`src/design/fbc_consts.vh`:
```
`ifndef FBC_CONSTS_VH
`define FBC_CONSTS_VH

// ==========================================================================
// Clock and flash timing.
// ==========================================================================
`define FBC_CLOCK_NS          100
`define FBC_PD_PULSE_NS       100
`define FBC_WAKE_READ_NS      400
`define FBC_WAKE_WRITE_NS     1000
`define FBC_READ_ACCESS_NS    200
`define FBC_WRITE_PULSE_NS    100
`define FBC_PD_PULSE_CYC      ((`FBC_PD_PULSE_NS + `FBC_CLOCK_NS - 1) / `FBC_CLOCK_NS)
`define FBC_WAKE_READ_CYC     ((`FBC_WAKE_READ_NS + `FBC_CLOCK_NS - 1) / `FBC_CLOCK_NS)
`define FBC_WAKE_WRITE_CYC    ((`FBC_WAKE_WRITE_NS + `FBC_CLOCK_NS - 1) / `FBC_CLOCK_NS)
`define FBC_READ_ACCESS_CYC   ((`FBC_READ_ACCESS_NS + `FBC_CLOCK_NS - 1) / `FBC_CLOCK_NS)
`define FBC_WRITE_PULSE_CYC   ((`FBC_WRITE_PULSE_NS + `FBC_CLOCK_NS - 1) / `FBC_CLOCK_NS)

// ==========================================================================
// Flash command codes.
// ==========================================================================
`define FBC_CMD_READ_ARRAY    8'hFF
`define FBC_CMD_READ_ID       8'h90
`define FBC_CMD_READ_STATUS   8'h70
`define FBC_CMD_CLEAR_STATUS  8'h50
`define FBC_CMD_ERASE_SETUP   8'h20
`define FBC_CMD_CONFIRM       8'hD0
`define FBC_CMD_PROGRAM_SETUP 8'h40
`define FBC_CMD_SUSPEND       8'hB0
`define FBC_CMD_LOCK_SETUP    8'h60
`define FBC_CMD_LOCK_BLOCK    8'h01
`define FBC_CMD_LOCK_MASTER   8'hF1

// ==========================================================================
// Register map and fields.
// ==========================================================================
`define FBC_REG_CTRL          8'h00
`define FBC_REG_ADDR          8'h04
`define FBC_REG_WDATA         8'h08
`define FBC_REG_STATUS        8'h0C
`define FBC_REG_RDATA         8'h10
`define FBC_CTRL_OP_LSB       0
`define FBC_CTRL_OP_MSB       3
`define FBC_CTRL_STAY_DOWN    8
`define FBC_STAT_BUSY         0
`define FBC_STAT_READY        1
`define FBC_STAT_DOWN         2
`define FBC_STAT_REFUSED      3
`define FBC_ADDR_RESET        21'h00_0000
`define FBC_WDATA_RESET       16'h0000
`define FBC_ADDR_W            21

// ==========================================================================
// Operation codes written to the op field.
// ==========================================================================
`define FBC_OP_NONE           4'h0
`define FBC_OP_READ           4'h1
`define FBC_OP_WRITE1         4'h2
`define FBC_OP_WRITE2         4'h3
`define FBC_OP_RESET          4'h4
`define FBC_OP_RD_STATUS      4'h5
`define FBC_OP_CLR_STATUS     4'h6
`define FBC_OP_RD_ARRAY       4'h7
`define FBC_OP_SUSPEND        4'h8
`define FBC_OP_RESUME         4'h9
`define FBC_OP_ERASE          4'hA
`define FBC_OP_PROGRAM        4'hB
`define FBC_OP_RD_ID          4'hC
`define FBC_OP_LOCK_BLOCK     4'hD
`define FBC_OP_LOCK_MASTER    4'hE
`define FBC_OP_UNLOCK_ALL     4'hF

`endif

```
`src/design/fbc_bus_cycle.v`:
```
`timescale 1ns/1ns
`include "fbc_consts.vh"

module fbc_bus_cycle
(
  input  wire                    clk,
  input  wire                    rst_b,
  input  wire                    clk_en,
  input  wire                    start,
  input  wire                    is_read,
  input  wire [`FBC_ADDR_W-1:0]  addr,
  input  wire [7:0]              wdata,
  input  wire [7:0]              pin_data_in,
  output reg  [`FBC_ADDR_W-1:0]  pin_addr_q,
  output reg  [7:0]              pin_data_out_q,
  output reg                     pin_data_oe_q,
  output reg                     pin_ce_n_q,
  output reg                     pin_oe_n_q,
  output reg                     pin_we_n_q,
  output reg  [7:0]              rdata_q,
  output reg                     done_q
);

  // ========================================================================
  // One flash bus cycle: select, strobe, release.
  // ========================================================================
  localparam [1:0] S_IDLE   = 2'b00;
  localparam [1:0] S_STROBE = 2'b01;
  localparam [1:0] S_HOLD   = 2'b10;
  localparam [7:0] RD_CYC   = `FBC_READ_ACCESS_CYC;
  localparam [7:0] WR_CYC   = `FBC_WRITE_PULSE_CYC;

  reg [1:0] state_q;
  reg [7:0] cnt_q;
  reg       rd_q;

  always @(posedge clk)
  begin
    if (!rst_b)
    begin
      state_q        <= S_IDLE;
      cnt_q          <= 8'h00;
      rd_q           <= 1'b0;
      pin_addr_q     <= `FBC_ADDR_RESET;
      pin_data_out_q <= 8'h00;
      pin_data_oe_q  <= 1'b0;
      pin_ce_n_q     <= 1'b1;
      pin_oe_n_q     <= 1'b1;
      pin_we_n_q     <= 1'b1;
      rdata_q        <= 8'h00;
      done_q         <= 1'b0;
    end
    else if (clk_en)
    begin
      done_q <= 1'b0;
      case (state_q)
        S_IDLE:
        begin
          if (start)
          begin
            rd_q           <= is_read;
            pin_addr_q     <= addr;
            pin_data_out_q <= wdata;
            // The host never drives the data pins during a read.
            pin_data_oe_q  <= !is_read;
            pin_ce_n_q     <= 1'b0;
            // A write keeps the output enable high throughout.
            pin_oe_n_q     <= !is_read;
            pin_we_n_q     <= is_read;
            cnt_q          <= is_read ? RD_CYC : WR_CYC;
            state_q        <= S_STROBE;
          end
        end
        S_STROBE:
        begin
          if (cnt_q > 8'h01)
            cnt_q <= cnt_q - 8'h01;
          else
          begin
            if (rd_q)
              rdata_q <= pin_data_in;
            // Write enable rises while chip enable is still low, so the
            // capture edge is always write enable with data still driven.
            pin_we_n_q <= 1'b1;
            pin_oe_n_q <= 1'b1;
            state_q    <= S_HOLD;
          end
        end
        S_HOLD:
        begin
          pin_ce_n_q    <= 1'b1;
          pin_data_oe_q <= 1'b0;
          done_q        <= 1'b1;
          state_q       <= S_IDLE;
        end
        default:
          state_q <= S_IDLE;
      endcase
    end
  end

endmodule

```
`src/design/fbc_host.v`:
```
`timescale 1ns/1ns
`include "fbc_consts.vh"

module fbc_host
(
  input  wire                    CLOCK,
  input  wire                    RST_B,
  input  wire                    CLK_EN,
  input  wire                    PSEL,
  input  wire                    PENABLE,
  input  wire                    PWRITE,
  input  wire [7:0]              PADDR,
  input  wire [31:0]             PWDATA,
  output reg  [31:0]             PRDATA,
  output wire                    PREADY,
  output reg                     PSLVERR,
  output wire [`FBC_ADDR_W-1:0]  FL_ADDR,
  input  wire [7:0]              FL_DATA_IN,
  output wire [7:0]              FL_DATA_OUT,
  output wire                    FL_DATA_OE,
  output wire                    FL_CHIP_EN_N,
  output wire                    FL_OUT_EN_N,
  output wire                    FL_WRITE_EN_N,
  output wire                    FL_RESET_PD_N,
  input  wire                    FL_READY_BUSY_N
);

  // ========================================================================
  // Sequencer states and timing counts.
  // ========================================================================
  localparam [2:0] Q_IDLE   = 3'b000;
  localparam [2:0] Q_PD     = 3'b001;
  localparam [2:0] Q_WAIT   = 3'b010;
  localparam [2:0] Q_FIRST  = 3'b011;
  localparam [2:0] Q_SECOND = 3'b100;
  localparam [2:0] Q_RUN    = 3'b101;
  localparam [11:0] PD_CYC  = `FBC_PD_PULSE_CYC;
  localparam [11:0] WR_WAKE = `FBC_WAKE_WRITE_CYC;
  localparam [11:0] RD_WAKE = `FBC_WAKE_READ_CYC;

  // Bit 0 first access is a read, bit 1 a second access follows, bit 2 the
  // second access is a read, bits 10:3 first byte, bits 18:11 second byte.
  function [18:0] op_plan;
    input [3:0] op;
    input [7:0] hi;
    input [7:0] lo;
    begin
      case (op)
        `FBC_OP_READ:        op_plan = {8'h00, 8'h00, 3'b001};
        `FBC_OP_WRITE1:      op_plan = {8'h00, hi, 3'b000};
        `FBC_OP_WRITE2:      op_plan = {lo, hi, 3'b010};
        `FBC_OP_RD_STATUS:   op_plan = {8'h00, `FBC_CMD_READ_STATUS, 3'b110};
        `FBC_OP_RD_ARRAY:    op_plan = {8'h00, `FBC_CMD_READ_ARRAY, 3'b000};
        `FBC_OP_RD_ID:       op_plan = {8'h00, `FBC_CMD_READ_ID, 3'b110};
        `FBC_OP_CLR_STATUS:  op_plan = {8'h00, `FBC_CMD_CLEAR_STATUS, 3'b000};
        `FBC_OP_SUSPEND:     op_plan = {8'h00, `FBC_CMD_SUSPEND, 3'b000};
        `FBC_OP_RESUME:      op_plan = {8'h00, `FBC_CMD_CONFIRM, 3'b000};
        `FBC_OP_ERASE:       op_plan = {`FBC_CMD_CONFIRM, `FBC_CMD_ERASE_SETUP, 3'b010};
        `FBC_OP_PROGRAM:     op_plan = {lo, `FBC_CMD_PROGRAM_SETUP, 3'b010};
        `FBC_OP_LOCK_BLOCK:  op_plan = {`FBC_CMD_LOCK_BLOCK, `FBC_CMD_LOCK_SETUP, 3'b010};
        `FBC_OP_LOCK_MASTER: op_plan = {`FBC_CMD_LOCK_MASTER, `FBC_CMD_LOCK_SETUP, 3'b010};
        `FBC_OP_UNLOCK_ALL:  op_plan = {`FBC_CMD_CONFIRM, `FBC_CMD_LOCK_SETUP, 3'b010};
        default:             op_plan = 19'h0_0000;
      endcase
    end
  endfunction

  reg  [2:0]              state_q;
  reg  [3:0]              op_q;
  reg                     stay_down_q;
  reg  [`FBC_ADDR_W-1:0]  addr_q;
  reg  [15:0]             wdata_q;
  reg  [7:0]              rdata_q;
  reg                     refused_q;
  reg                     rp_n_q;
  reg  [11:0]             pd_cnt_q;
  reg  [11:0]             wake_cnt_q;
  reg                     start_q;
  reg                     cyc_read_q;
  reg  [7:0]              cyc_data_q;
  wire [18:0]             plan;
  wire                    wr_access;
  wire                    rd_access;
  wire                    ctrl_wr;
  wire                    stat_wr;
  wire                    busy;
  wire                    wake_ok;
  wire [7:0]              cyc_rdata;
  wire                    cyc_done;

  assign plan      = op_plan(op_q, wdata_q[15:8], wdata_q[7:0]);
  assign wr_access = PSEL && PENABLE && PWRITE;
  assign rd_access = PSEL && !PENABLE && !PWRITE;
  assign ctrl_wr   = wr_access && (PADDR == `FBC_REG_CTRL);
  assign stat_wr   = wr_access && (PADDR == `FBC_REG_STATUS);
  assign busy      = (state_q != Q_IDLE);
  // Commands wait longer after wake-up than a plain first read does.
  assign wake_ok   = plan[0] ? (wake_cnt_q >= RD_WAKE) : (wake_cnt_q >= WR_WAKE);
  assign PREADY    = 1'b1;
  assign FL_RESET_PD_N = rp_n_q;

  // ========================================================================
  // Register bus: zero wait states, read data registered in the setup cycle.
  // ========================================================================
  always @(posedge CLOCK)
  begin
    if (!RST_B)
    begin
      PRDATA      <= 32'h0000_0000;
      PSLVERR     <= 1'b0;
      addr_q      <= `FBC_ADDR_RESET;
      wdata_q     <= `FBC_WDATA_RESET;
      stay_down_q <= 1'b0;
      refused_q   <= 1'b0;
    end
    else if (CLK_EN)
    begin
      if (PSEL && !PENABLE)
      begin
        PSLVERR <= !((PADDR == `FBC_REG_CTRL) || (PADDR == `FBC_REG_ADDR) ||
                     (PADDR == `FBC_REG_WDATA) || (PADDR == `FBC_REG_STATUS) ||
                     (PADDR == `FBC_REG_RDATA));
        PRDATA  <= 32'h0000_0000;
        if (rd_access)
        begin
          case (PADDR)
            `FBC_REG_CTRL:   PRDATA <= {23'h00_0000, stay_down_q, 4'h0, op_q};
            `FBC_REG_ADDR:   PRDATA <= {11'h000, addr_q};
            `FBC_REG_WDATA:  PRDATA <= {16'h0000, wdata_q};
            `FBC_REG_STATUS: PRDATA <= {28'h000_0000, refused_q, !rp_n_q,
                                        FL_READY_BUSY_N, busy};
            `FBC_REG_RDATA:  PRDATA <= {24'h00_0000, rdata_q};
            default:         PRDATA <= 32'h0000_0000;
          endcase
        end
      end
      if (wr_access && (PADDR == `FBC_REG_ADDR) && !busy)
        addr_q <= PWDATA[`FBC_ADDR_W-1:0];
      if (wr_access && (PADDR == `FBC_REG_WDATA) && !busy)
        wdata_q <= PWDATA[15:0];
      if (ctrl_wr)
        stay_down_q <= PWDATA[`FBC_CTRL_STAY_DOWN];
      // A new refusal in the clearing cycle is kept.
      if (ctrl_wr && busy && (state_q != Q_PD))
        refused_q <= 1'b1;
      else if (stat_wr && PWDATA[`FBC_STAT_REFUSED])
        refused_q <= 1'b0;
    end
  end

  // ========================================================================
  // Operation sequencer.
  // ========================================================================
  always @(posedge CLOCK)
  begin
    if (!RST_B)
    begin
      state_q    <= Q_PD;
      op_q       <= `FBC_OP_NONE;
      // The flash is held in reset together with this block.
      rp_n_q     <= 1'b0;
      pd_cnt_q   <= 12'h000;
      wake_cnt_q <= 12'h000;
      start_q    <= 1'b0;
      cyc_read_q <= 1'b0;
      cyc_data_q <= 8'h00;
      rdata_q    <= 8'h00;
    end
    else if (CLK_EN)
    begin
      start_q <= 1'b0;
      if (rp_n_q && (wake_cnt_q != 12'hFFF))
        wake_cnt_q <= wake_cnt_q + 12'h001;
      if (cyc_done && cyc_read_q)
        rdata_q <= cyc_rdata;
      case (state_q)
        Q_IDLE:
        begin
          if (ctrl_wr && (PWDATA[3:0] == `FBC_OP_RESET))
          begin
            rp_n_q   <= 1'b0;
            pd_cnt_q <= 12'h000;
            state_q  <= Q_PD;
          end
          else if (ctrl_wr && (PWDATA[3:0] != `FBC_OP_NONE))
          begin
            op_q    <= PWDATA[`FBC_CTRL_OP_MSB:`FBC_CTRL_OP_LSB];
            state_q <= Q_WAIT;
          end
        end
        Q_PD:
        begin
          // The pulse is never shorter than the minimum; a held stay-down
          // bit keeps the flash in deep power-down after it.
          if (pd_cnt_q < PD_CYC)
            pd_cnt_q <= pd_cnt_q + 12'h001;
          else if (!stay_down_q)
          begin
            rp_n_q     <= 1'b1;
            wake_cnt_q <= 12'h000;
            state_q    <= Q_IDLE;
          end
        end
        Q_WAIT:
        begin
          if (wake_ok)
          begin
            start_q    <= 1'b1;
            cyc_read_q <= plan[0];
            cyc_data_q <= plan[10:3];
            state_q    <= Q_FIRST;
          end
        end
        Q_FIRST:
        begin
          if (cyc_done && plan[1])
          begin
            start_q    <= 1'b1;
            cyc_read_q <= plan[2];
            cyc_data_q <= plan[18:11];
            state_q    <= Q_SECOND;
          end
          else if (cyc_done)
            state_q <= Q_IDLE;
        end
        Q_SECOND:
        begin
          if (cyc_done)
            state_q <= Q_IDLE;
        end
        default:
          state_q <= Q_IDLE;
      endcase
    end
  end

  fbc_bus_cycle u_cycle
  (
    .clk            (CLOCK),
    .rst_b          (RST_B),
    .clk_en         (CLK_EN),
    .start          (start_q),
    .is_read        (cyc_read_q),
    .addr           (addr_q),
    .wdata          (cyc_data_q),
    .pin_data_in    (FL_DATA_IN),
    .pin_addr_q     (FL_ADDR),
    .pin_data_out_q (FL_DATA_OUT),
    .pin_data_oe_q  (FL_DATA_OE),
    .pin_ce_n_q     (FL_CHIP_EN_N),
    .pin_oe_n_q     (FL_OUT_EN_N),
    .pin_we_n_q     (FL_WRITE_EN_N),
    .rdata_q        (cyc_rdata),
    .done_q         (cyc_done)
  );

endmodule

```
`config.mk`:
```
export PLATFORM = sky130hd
export DESIGN_NAME = fbc_host
export DESIGN_NICKNAME = d
export VERILOG_FILES = /design/src/design/fbc_bus_cycle.v /design/src/design/fbc_host.v
export VERILOG_INCLUDE_DIRS = /design/src /design/src/design
export SDC_FILE = /design/constraint.sdc
export NUM_CORES = 1
export LEC_CHECK = 0
export ABC_AREA = 1
export BUFFER_PORTS_ARGS = -buffer_cell sky130_fd_sc_hd__buf_4
export CELL_PAD_IN_SITES_DETAIL_PLACEMENT = 1
export CELL_PAD_IN_SITES_GLOBAL_PLACEMENT = 2
export CORE_ASPECT_RATIO = 1.2
export CORE_MARGIN = 2
export CORE_UTILIZATION = 32
export CTS_CLUSTER_SIZE = 28
export DETAILED_ROUTE_END_ITERATION = 16
export PLACE_DENSITY_LB_ADDON = 0.1
export SKIP_CTS_REPAIR_TIMING = 1
export SYNTH_ARGS = -nofsm -noshare
export SYNTH_HDL_FRONTEND = slang
export SYNTH_SLANG_ARGS = --single-unit
```
`constraint.sdc`:
```
create_clock -name CLOCK -period 2.2 [get_ports CLOCK]
set_clock_uncertainty 0.15 [all_clocks]
set_input_delay 0.44 -clock CLOCK [delete_from_list [all_inputs] [get_ports CLOCK]]
set_output_delay 0.44 -clock CLOCK [all_outputs]
set_load 0.03 [all_outputs]
```
* After elaboration in Yosys (flattened, before gate mapping)
Cells that the tools add are included.
** Operators by class
- $add $sub $neg :: 3
- Magnitude comparators :: 4
- Equal/unequal tests :: 37
- Muxes and demuxes :: 50
- Bitwise gates (word level) :: 2
- Reductions and logical operators :: 55
** Operators by type and width (number)
- 19-bit case mux with 14 select lines :: 1
- 21-bit case mux with 5 select lines :: 1
- 12-bit two-way mux :: 6
- 4-bit equality test, second input constant :: 8
- 8-bit two-way mux :: 4
- 8-bit case mux with 2 select lines :: 2
- 12-bit by 1-bit adder with 12-bit output, second input constant :: 2
- 12-bit case mux with 2 select lines :: 1
- 4-bit AND reduction :: 6
- 21-bit two-way mux :: 1
- 3-bit two-way mux :: 7
- 1-bit logical AND :: 18
- 4-bit by 3-bit equality test with 1-bit output, second input constant :: 4
- 8-bit by 4-bit equality test with 1-bit output, second input constant :: 2
- 2-bit inequality test, second input constant :: 8
- 1-bit two-way mux :: 15
- 3-bit case mux with 5 select lines :: 1
- 1-bit case mux with 2 select lines :: 7
- 12-bit by 3-bit >= comparator with 1-bit output, second input constant :: 1
- 12-bit by 4-bit >= comparator with 1-bit output, second input constant :: 1
- 12-bit by 1-bit less-than comparator with 1-bit output, second input constant :: 1
- 12-bit inequality test, second input constant :: 1
- 2-bit AND reduction :: 6
- 5-bit AND reduction :: 2
- other kinds (26) :: 45
** Storage, ports and cells
- Bits in registers :: 175
- Logic and storage cells :: 177

* Logic depth before layout (Yosys ltp)
Gate-level depths: netlist (run 1).
- Depth after elaboration :: 7
- Gate-level depth with buffers :: 12

* Hierarchy
From an unflattened synthesis (run 1), not the netlist that was laid out.
** Unflattened totals
- Cells, all modules :: 1105
- Area, all modules :: 7716.2 µm²
** Modules (own cells, without submodules)
- fbc_host :: instances 1, cells each 797, area an instance 5469.0 µm²
- fbc_bus_cycle :: instances 1, cells each 308, area an instance 2247.2 µm²

* Worst setup path before layout (run 1)
Ideal clock, no wire load.
- Kind :: register to register
- Start point :: register u_cycle.cnt_q[0]
- End point :: register u_cycle.cnt_q[7]
- Library setup time :: 113 ps
- Data arrival time :: 1392 ps
- Data required time :: 1937 ps
- Path slack :: 545 ps
- Cell stages (with the launch flop) :: 11
- Clock period less this slack :: 1655 ps
- Path through :: dfxtp_1 -> inv_1 -> ha_1 -> o21ai_1 -> nor2_1 -> nand2_1 -> nand2_2 -> inv_2 -> nand3_1 -> nor2_1 -> nor2_1
** Between the ends
- Cells in the longest elaborated chain, start to end :: 3
- Elaborated cells between the ends (all ways) :: 6
** RTL lines
- start: declaration :: RTL line fbc_bus_cycle.v:34 : reg [7:0] cnt_q;
- start signal: assignment :: RTL line fbc_bus_cycle.v:70 : cnt_q <= is_read ? RD_CYC : WR_CYC;
- start signal: assignment :: RTL line fbc_bus_cycle.v:77 : cnt_q <= cnt_q - 8'h01;
- 8-bit by 1-bit subtractor with 8-bit output or 8-bit by 1-bit > comparator with 1-bit output (tied branches) :: RTL line fbc_bus_cycle.v:77, fbc_bus_cycle.v:76
- 8-bit two-way mux or 2-bit by 1-bit inequality test with 1-bit output (tied branches)
- 8-bit case mux with 2 select lines or 4-bit AND reduction (tied branches)
Parallel ways exist; a longest one is shown, timed or not. The select of a mux whose other input is x is not followed.
A chain may end at the register's enable or synchronous reset.

* Final worst setup path (run 1)
- Start point :: register op_q[1]
- End point :: register cyc_data_q[3]
** Between the ends
- Cells in the longest elaborated chain, start to end :: 5
- Elaborated cells between the ends (all ways) :: 23
** RTL lines
- start: declaration :: RTL line fbc_host.v:69 : reg [3:0] op_q;
- start signal: assignment :: RTL line fbc_host.v:159 : op_q <= `FBC_OP_NONE;
- start signal: assignment :: RTL line fbc_host.v:187 : op_q <= PWDATA[`FBC_CTRL_OP_MSB:`FBC_CTRL_OP_LSB];
- 4-bit equality test (tied with other cells) :: RTL line fbc_host.v:48 : case (op)
- 19-bit case mux with 14 select lines (*) :: RTL line fbc_host.v:48
- 1-bit two-way mux or 1-bit logical AND (tied branches) :: RTL line fbc_host.v:98, fbc_host.v:216
- 2-bit inequality test (no source line)
- 4-bit AND reduction (no source line)
- end signal: assignment :: RTL line fbc_host.v:210 : cyc_data_q <= plan[10:3];
- end signal: assignment :: RTL line fbc_host.v:220 : cyc_data_q <= plan[18:11];
- end: declaration :: RTL line fbc_host.v:80 : reg [7:0] cyc_data_q;
Every way passes the cells marked *; elsewhere a longest branch is shown, timed or not. The select of a mux whose other input is x is not followed.

==> reports/qor.csv, run 1 <==
stage,metric,value,unit
synthesis,ys_seq_area_frac,0.428,
die,row_count,62,
clock_tree,cts_buffers,17,
routing,wl_per_cell,15.9,µm
final_layout,final_util,0.396,
clock_tree,clk_pin_slew,0.07,ns
synthesis,synth_area_leaders,"dfxtp_1 (43%), nand2_1 (9.0%), nor2_1 (8.9%)",
clock_tree,cts_tree,yes,
synthesis,yosysUniqueCellTypes,42,
power_and_ir_drop,power.leakage,4.08,nW
routing,drc_errors,0,
clock_tree,clkSinkCount,164,
synthesis,synthCells,1084,
final_layout,nFillCells,3034,
die,fp.dieArea,25300,µm²
final_layout,area_growth,22.4,%
hold_path,min_delay_path_depth,3,
grt,track_usage,0.195,
setup_path,critPathKind,reg -> reg,
die,initial_core_util,0.323,
placed_design,pre_cts_ws,0.152,ns
timing,hold_viol,0,
synthesis,synth_edf_count,0,
routing,dr.pass1.iters,4,
final_layout,finalInstanceArea,9390,µm²
grt,grt_pass1_wl,39.0,mm
setup_path,startpoint,op_q[1]$_SDFFE_PN0P_,
setup_path,timing.rr.end,cyc_data_q[3]$_SDFFE_PN0P_,
timing,timing.fmax,0.503,GHz
synthesis,synth_top_area_cell,dfxtp_1,
final_layout,nets,1241,
setup_path,ff2ff_path_depth,9,
setup_path,critPathMaxFanout,15,
grt,grt_pass1_vias,7371,
die,io_pins,123,
synthesis,syn_avg_cell_area,7.08,µm²
synthesis,ys_dominant_reg_cell,dfxtp_1,
routing,ant_nets,0,
placed_design,placed_cell_area,8770,µm²
timing,fin_ws,0.211,ns
synthesis,synthArstFlopShare,0,
placed_design,place_inst,1481,
setup_path,ff2ff_setup_slack,0.21,ns
job,maxCapViolCount,0,
timing,final.period_utilization,0.904,
timing,final_max_slew_viol_count,0,
setup_path,worstReg2RegStart,op_q[1]$_SDFFE_PN0P_,
grt,grt_antenna_before_repair,0,
die,coreArea,23700,µm²
setup_path,worst-endpoint-required,2.38,ns
status,status,completed,
routing,vias,7202,
final_layout,final_cells,1513,
setup_path,cp-start-kind,flop,
timing,fin_crit,1.99,ns
timing,setup_viol,0,
synthesis,synth_warnings,0,
power_and_ir_drop,powerDensity,799,nW/µm²
final_layout,n_antenna_cell,0,
clock_tree,clock_path_buffers,2,
die,die_x,145,µm
hold_path,hold_path_class,in -> reg,
clock_tree,clk_latency,0.44,ns
routing,viasPerCell,4.76,
grt,grt_max_degree,40,
die,die_h,174,µm
timing,rsz0062_at_grt,false,
power_and_ir_drop,ir_drop,0.534,mV
placed_design,gp_congestion,0.839,
hold_path,holdPathEnd,addr_q[17]$_SDFFE_PN0P_,
timing,finalSetupTns,0,ns
synthesis,synth-seq-cells,164,
setup_path,arrival,2.17,ns
placed_design,io_buffers,99,
grt,grt-ovfl-total,0,
routing,drt_iter0_drc,246,
clock_tree,cts-root-buf,clkbuf_16,
placed_design,dp_hpwl,18.3,mm
setup_path,cp-end-kind,flop,
final_layout,layout-drive-gt1-share,0.173,
clock_tree,cts_max_level,4,
routing,postRouteWirelength,24.0,mm
synthesis,netlist_area,7680,µm²
synthesis,synth_top_area_frac,0.428,
hold_path,hp-start,PWDATA[17],
==> metal layers <==
layer	wire length, µm	track usage
met2	11900	0.345
met1	11100	0.243
met5	0	0
met3	705	0.0363
met4	244	0.0494
==> kinds of logic (layout without fill, tap and decap cells) <==
| family | after synthesis | after routing | share of synthesized area |
|---|---|---|---|
| and+or+nand+nor | 527 | 527 | 0.318 |
| DFF | 164 | 164 | 0.428 |
| AOI/OAI and AO/OA | 224 | 224 | 0.149 |
| other | 2 | 12 | 0.000978 |
| xor gates and xnor gates | 4 | 4 | 0.00456 |
| buffers and inverters | 157 | 256 | 0.0900 |
| adders and majority gates | 6 | 6 | 0.00978 |
==> worst max-delay path by stage <==
stage                                                to  cells after the start
after floorplan           u_cycle.cnt_q[7]$_SDFFE_PN0P_                     10
after global placement         pd_cnt_q[1]$_SDFFE_PN0P_                      7
after detailed placement        wdata_q[1]$_SDFFE_PN0P_                      8
after CTS                    cyc_data_q[3]$_SDFFE_PN0P_                      9
after global routing      u_cycle.cnt_q[7]$_SDFFE_PN0P_                     11
final                        cyc_data_q[3]$_SDFFE_PN0P_                      9
==> Yosys cell counts (2+ instances only) <==
library cell	number
nor2_1	182
nand3_2	6
ha_1	6
nor3b_1	2
nand4_1	21
dfxtp_1	164
o21ai_1	16
buf_2	13
nor2_8	4
a22oi_1	2
nor2_2	4
a21oi_1	96
nor2_4	3
nor3_2	3
conb_1	2
inv_1	88
clkbuf_1	21
inv_4	2
xor2_1	4
o21ai_0	105
inv_2	12
nor4_1	2
nand2_4	4
buf_1	3
nand3_4	2
nand2_1	185
nand3b_1	3
nand3_1	82
buf_4	13
nand2_2	8
nor3_1	12
buf_6	4
==> cells in the final DEF, fill, tap and decap left out, types with 2 or more instances in the layout <==
master     synthesis  routed
nand2_1          185     185
nor2_1           182     182
dfxtp_1          164     164
buf_4             13     119
o21ai_0          105     105
a21oi_1           96      96
inv_1             88      88
nand3_1           82      82
nand4_1           21      21
clkbuf_16          0      17
o21ai_1           16      16
inv_2             12      12
conb_1             2      12
nor3_1            12      11
nand2_2            8       8
nand3_2            6       6
ha_1               6       6
nor2_2             4       4
nand2_4            4       4
nor2_8             4       4
xor2_1             4       4
nor3_2             3       4
inv_6              0       4
nor2_4             3       3
nand3b_1           3       3
bufinv_16          0       3
buf_12             0       3
nand3_4            2       2
a22oi_1            2       2
inv_4              2       2
nor4_1             2       2
nor3b_1            2       2
inv_8              0       2
clkinv_4           0       2
==> critical path, cell delays in order, from the launching register on <==
cell and delay (ns):
dfxtp_1 0.55, nand2_1 0.17, nor2_1 0.18, nor2_1 0.06
nand3_1 0.13, nand2_2 0.08, nand2_4 0.17, nand2_1 0.19
nor2_1 0.16, nor2_1 0.06
==> through the flow <==
stage	total power, mW	hold slack [ns]
after global placement	4.38	0.276
after global routing	7.91	0.0833
after floorplan	4.00	0.269
final	7.51	0.0788
after detailed placement	4.40	0.282
after CTS	7.64	0.0524
==> flip-flops by register name (all words and copies together), names as in the netlist, 12 cells and up <==
signal,cells
PRDATA,21
addr_q,21
u_cycle.pin_addr_q,21
wdata_q,16
pd_cnt_q,12
wake_cnt_q,12
==> final cells by class <==
type	count	area, µm²	area share
clock inverters	14	194	0.0206
inverters	102	388	0.0413
well taps	320	400	0.0426
clock buffers	18	429	0.0457
flip-flops and latches	164	3280	0.349
repair buffers	122	953	0.101
multi-input cells	773	3750	0.399
==> power breakdown <==
group          leakage [nW]  total, mW  internal, mW  switching (mW)
clock                 0.302       3.19          1.83            1.36
combinational          2.46       1.21         0.377           0.836
sequential             1.32       3.10          3.03          0.0789
Power figures use the tool's default switching activity.
==> inputs of run 2 (changes only) <==
--- a/config.mk
+++ b/config.mk
@@ -15,7 +15,7 @@
 export CORE_UTILIZATION = 32
 export CTS_CLUSTER_SIZE = 28
 export DETAILED_ROUTE_END_ITERATION = 16
-export PLACE_DENSITY_LB_ADDON = 0.1
+export PLACE_DENSITY = 0.92
 export SKIP_CTS_REPAIR_TIMING = 1
 export SYNTH_ARGS = -nofsm -noshare
 export SYNTH_HDL_FRONTEND = slang
==> run 2 against run 1 <==
Largest cell class unchanged. Wire length decreased by 1.9%. Clock power decreased by 2%. First-iteration DRC count increased by 4.5%. Hold slack improved by 0.0076 ns. Final area decreased by 0.39%. Non-clock buffer count unchanged. Fmax about the same. Worst setup slack got worse by 0.0014 ns. Cell count unchanged. Critical path depth decreased by 2. Global-route usage decreased by 0.50 points.
==> reports/qor.csv, run 2 (synthesized netlist as in run 1, its figures left out) <==
stage,metric,value,unit
routing,vias,7374,
final_layout,final_cell_mix,"nand2_1 (185), nor2_1 (182), dfxtp_1 (164), buf_4 (121), o21ai_0 (105)",
placed_design,dp_hpwl,18.0,mm
die,initial_core_util,0.323,
grt,grt_antenna_before_repair,0,
timing,tightest_slew,0.499,ns
hold_path,min_delay_path_depth,3,
routing,drt_iter0_drc,257,
setup_path,critPathMaxFanout,9,
power_and_ir_drop,ir_drop,0.477,mV
job,maxCapViolCount,0,
setup_path,worst-endpoint-required,2.37,ns
status,status,completed,
setup_path,arrival,2.16,ns
grt,grt_pass1_vias,7587,
final_layout,layout-drive-gt1-share,0.174,
timing,relSlewSlack,0.664,
power_and_ir_drop,p_total,7.45,mW
routing,ant_nets,0,
final_layout,regArea,3280,µm²
clock_tree,cts-root-buf,clkbuf_16,
power_and_ir_drop,power.leakage,4.08,nW
final_layout,top_regs,"PRDATA (21), addr_q (21), u_cycle.pin_addr_q (21)",
clock_tree,clkSinkCount,164,
clock_tree,clock_path_buffers,2,
grt,grt_max_degree,40,
setup_path,cp-start-kind,flop,
setup_path,critPathKind,reg -> reg,
timing,rsz0062_at_grt,false,
timing,final.period_utilization,0.905,
routing,dr.pass1.iters,4,
clock_tree,cts_tree,yes,
die,row_count,62,
final_layout,layout_commonest_cell,nand2_1,
final_layout,nets,1241,
timing,hold_viol,0,
routing,drc_errors,0,
grt,grt-ovfl-total,0,
final_layout,n_antenna_cell,0,
die,fp.dieArea,25300,µm²
die,die_h,174,µm
die,coreArea,23700,µm²
final_layout,nFillCells,3006,
clock_tree,cts_max_level,4,
routing,viasPerCell,4.87,
setup_path,ff2ff_setup_slack,0.21,ns
power_and_ir_drop,powerDensity,796,nW/µm²
clock_tree,clk_pin_slew,0.07,ns
placed_design,io_buffers,99,
routing,wl_per_cell,15.6,µm
grt,grt_pass1_wl,38.7,mm
final_layout,multi_input_area,3750,µm²
hold_path,hold_path_class,in -> reg,
grt,track_usage,0.190,
setup_path,ff2ff_path_depth,7,
timing,timing.fmax,0.502,GHz
clock_tree,cts_buffers,17,
timing,final_max_slew_viol_count,0,
setup_path,cp-end-kind,flop,
final_layout,final_util,0.394,
clock_tree,clk_latency,0.44,ns
timing,setup_viol,0,
final_layout,area_growth,21.9,%
timing,finalSetupTns,0,ns
die,die_x,145,µm
placed_design,gp_congestion,0.852,
die,io_pins,123,
timing,worst_hold_slack,0.0864,ns
routing,postRouteWirelength,23.5,mm
timing,fin_crit,1.99,ns
-- run 2: final cells by class --
cell class,count,share of cell area
inverters,102,0.0414
clock inverters,13,0.0170
repair buffers,122,0.0992
flip-flops and latches,164,0.351
multi-input cells,773,0.400
well taps,320,0.0428
clock buffers,19,0.0484
-- run 2: per-stage QoR --
step                      setup slack [ns]  area, µm²  std cells
after floorplan                      0.545       7710       1094
after global placement               0.198       8750       1481
after detailed placement             0.163       8750       1481
after CTS                            0.155       9360       1513
after global routing                0.0484       9360       1513
final                                0.209       9360       1513
-- run 2: critical path, stage by stage, from the launching register on --
cell     delay (ns)
dfxtp_1        0.32
inv_1          0.13
ha_1           0.29
o21ai_1        0.14
nor3_2         0.23
nand3_2        0.25
o21ai_0        0.30
nor2_1         0.07
-- run 2: final timing paths --
path | from | endpoint
worst min register to register | pd_cnt_q[9]$_SDFFE_PN0P_ | pd_cnt_q[9]$_SDFFE_PN0P_
worst max register to register | u_cycle.cnt_q[0]$_SDFFE_PN0P_ | u_cycle.rdata_q[2]$_SDFFE_PN0P_
worst min-delay path | PWDATA[17] | addr_q[17]$_SDFFE_PN0P_
worst max-delay path | u_cycle.cnt_q[0]$_SDFFE_PN0P_ | u_cycle.rdata_q[2]$_SDFFE_PN0P_
-- run 2: metal layers --
layer | track usage | vias up | share of wire
met1 | 0.218 | 3513 | 0.43
met4 | 0.0797 | 0 | 0.032
met5 | 0 | - | 0
li1 | - | 3710 | -
met3 | 0.0376 | 40 | 0.031
met2 | 0.342 | 111 | 0.51
-- run 2: power by group --
part	switching, mW	internal [mW]
registers	0.0836	3.03
logic	0.827	0.377
clock network	1.36	1.78
total	2.27	5.18
==> inputs of run 3 (changes only) <==
--- a/config.mk
+++ b/config.mk
@@ -16,6 +16,7 @@
 export CTS_CLUSTER_SIZE = 28
 export DETAILED_ROUTE_END_ITERATION = 16
 export PLACE_DENSITY = 0.92
+export SETUP_SLACK_MARGIN = 0.4
 export SKIP_CTS_REPAIR_TIMING = 1
 export SYNTH_ARGS = -nofsm -noshare
 export SYNTH_HDL_FRONTEND = slang
==> run 3 against run 2 <==
Sequential cell count did not move. Hold slack better by 0.0039 ns. Wire length grew 2.4%. Die area unchanged. Largest power group unchanged. Highest routed layer unchanged.
==> reports/qor.csv, run 3 (synthesized netlist as in run 1, its figures left out) <==
stage,metric,value,unit
status,status,completed,
power_and_ir_drop,ir_drop,0.511,mV
final_layout,layout_commonest_cell,nand2_1,
placed_design,io_buffers,99,
setup_path,worst-endpoint-required,2.37,ns
placed_design,gp_congestion,0.852,
hold_path,hold_path_class,in -> reg,
placed_design,dp_hpwl,18.0,mm
hold_path,hp-start,PWDATA[19],
clock_tree,clock_path_buffers,2,
final_layout,nets,1249,
die,die_h,174,µm
clock_tree,cts_max_level,4,
timing,finalSetupTns,0,ns
final_layout,regArea,3300,µm²
timing,relSlewSlack,0.663,
timing,rsz0062_at_grt,true,
setup_path,critPathKind,reg -> reg,
grt,grt_antenna_before_repair,0,
setup_path,startpoint,state_q[1]$_SDFFE_PN0P_,
grt,grt-ovfl-total,0,
job,maxCapViolCount,0,
clock_tree,clk_pin_slew,0.07,ns
setup_path,cp-start-kind,flop,
timing,final_max_slew_viol_count,0,
routing,postRouteWirelength,24.1,mm
routing,wl_per_cell,15.9,µm
routing,drt_iter0_drc,277,
clock_tree,cts_tree,yes,
grt,grt_pass1_wl,38.7,mm
die,row_count,62,
clock_tree,clk_latency,0.43,ns
clock_tree,cts_buffers,17,
setup_path,critPathMaxFanout,5,
clock_tree,clkSinkCount,164,
die,fp.dieArea,25300,µm²
final_layout,area_growth,24.9,%
final_layout,n_antenna_cell,0,
die,die_x,145,µm
routing,ant_nets,0,
setup_path,worstReg2RegStart,state_q[1]$_SDFFE_PN0P_,
die,coreArea,23700,µm²
power_and_ir_drop,powerDensity,791,nW/µm²
power_and_ir_drop,p_total,7.58,mW
routing,dr.pass1.iters,6,
routing,drc_errors,0,
timing,final.period_utilization,0.792,
grt,grt_max_degree,40,
routing,vias,7480,
setup_path,cp-end-kind,flop,
final_layout,nFillCells,2993,
final_layout,top_regs,"PRDATA (21), addr_q (21), u_cycle.pin_addr_q (21)",
final_layout,layout-drive-gt1-share,0.203,
setup_path,arrival,1.92,ns
final_layout,final_cell_mix,"nand2_1 (180), nor2_1 (178), dfxtp_1 (154), buf_4 (124), o21ai_0 (101)",
die,initial_core_util,0.323,
die,io_pins,123,
power_and_ir_drop,power.leakage,4.13,nW
routing,viasPerCell,4.92,
timing,timing.fmax,0.574,GHz
grt,track_usage,0.190,
final_layout,multi_input_area,3880,µm²
timing,tightest_slew,0.501,ns
timing,setup_viol,0,
grt,grt_pass1_vias,7587,
timing,hold_viol,0,
clock_tree,cts-root-buf,clkbuf_16,
timing,fin_crit,1.74,ns
==> run 3: cell types whose count changed in the layout (fill, tap and decap cells not counted), moves of 4 or more <==
| cell | before | now |
|---|---|---|
| dfxtp_1 | 164 | 154 |
| dfxtp_2 | 0 | 8 |
| nand2_1 | 185 | 180 |
| nor2_1 | 182 | 178 |
| nor2_2 | 4 | 8 |
| o21ai_0 | 105 | 101 |
==> run 3: final cells by class <==
type                       count  share of cell area
clock buffer                  19              0.0472
sequential                   164               0.344
clock inverter                13              0.0166
tap                          320              0.0418
multi-input combinational    775               0.405
timing repair buffer         128               0.104
inverter                     102              0.0412
==> run 3: worst paths after layout <==
path / end / slack (ns) / depth (start not counted)
worst min register to register: pd_cnt_q[9]$_SDFFE_PN0P_ / 0.29 / 2
worst max register to register: op_q[1]$_SDFFE_PN0P_ / 0.46 / 9
worst max-delay path: op_q[1]$_SDFFE_PN0P_ / 0.46 / 9
worst min-delay path: addr_q[19]$_SDFFE_PN0P_ / 0.09 / 3
==> run 3: where the power goes <==
part | switching [mW] | leakage, nW | internal, mW | total [mW]
clock | 1.37 | 0.306 | 1.78 | 3.14
sequential | 0.0819 | 1.33 | 3.03 | 3.11
combinational | 0.885 | 2.50 | 0.439 | 1.32
total | 2.33 | 4.13 | 5.25 | 7.58
==> run 3: metal layers <==
metal,part of all wire,vias up,global-route usage
met4,0.028,0,0.0797
met3,0.039,38,0.0376
met5,0,-,0
met2,0.52,133,0.342
li1,-,3733,-
met1,0.41,3576,0.218
==> run 3: through the flow <==
step | setup WS (ns) | area, µm² | instances | hold WS, ns | util
floorplan | 0.545 | 7710 | 1094 | 0.269 | -
global placement | 0.198 | 8750 | 1481 | 0.276 | 0.368
detailed placement | 0.163 | 8750 | 1481 | 0.281 | 0.368
CTS | 0.155 | 9360 | 1513 | 0.0713 | 0.394
global route | 0.326 | 9590 | 1521 | 0.105 | 0.404
finish | 0.457 | 9590 | 1521 | 0.0903 | 0.404
==> run 3: worst max-delay path, cell delays in order, from the launching register on <==
cell and delay, ns:
dfxtp_1 0.36, inv_1 0.10, nand2_2 0.08, nor2_4 0.25, buf_4 0.18, nand2_4 0.08, nor2_2 0.18, inv_2 0.09
nor2_1 0.10, nor2_1 0.05
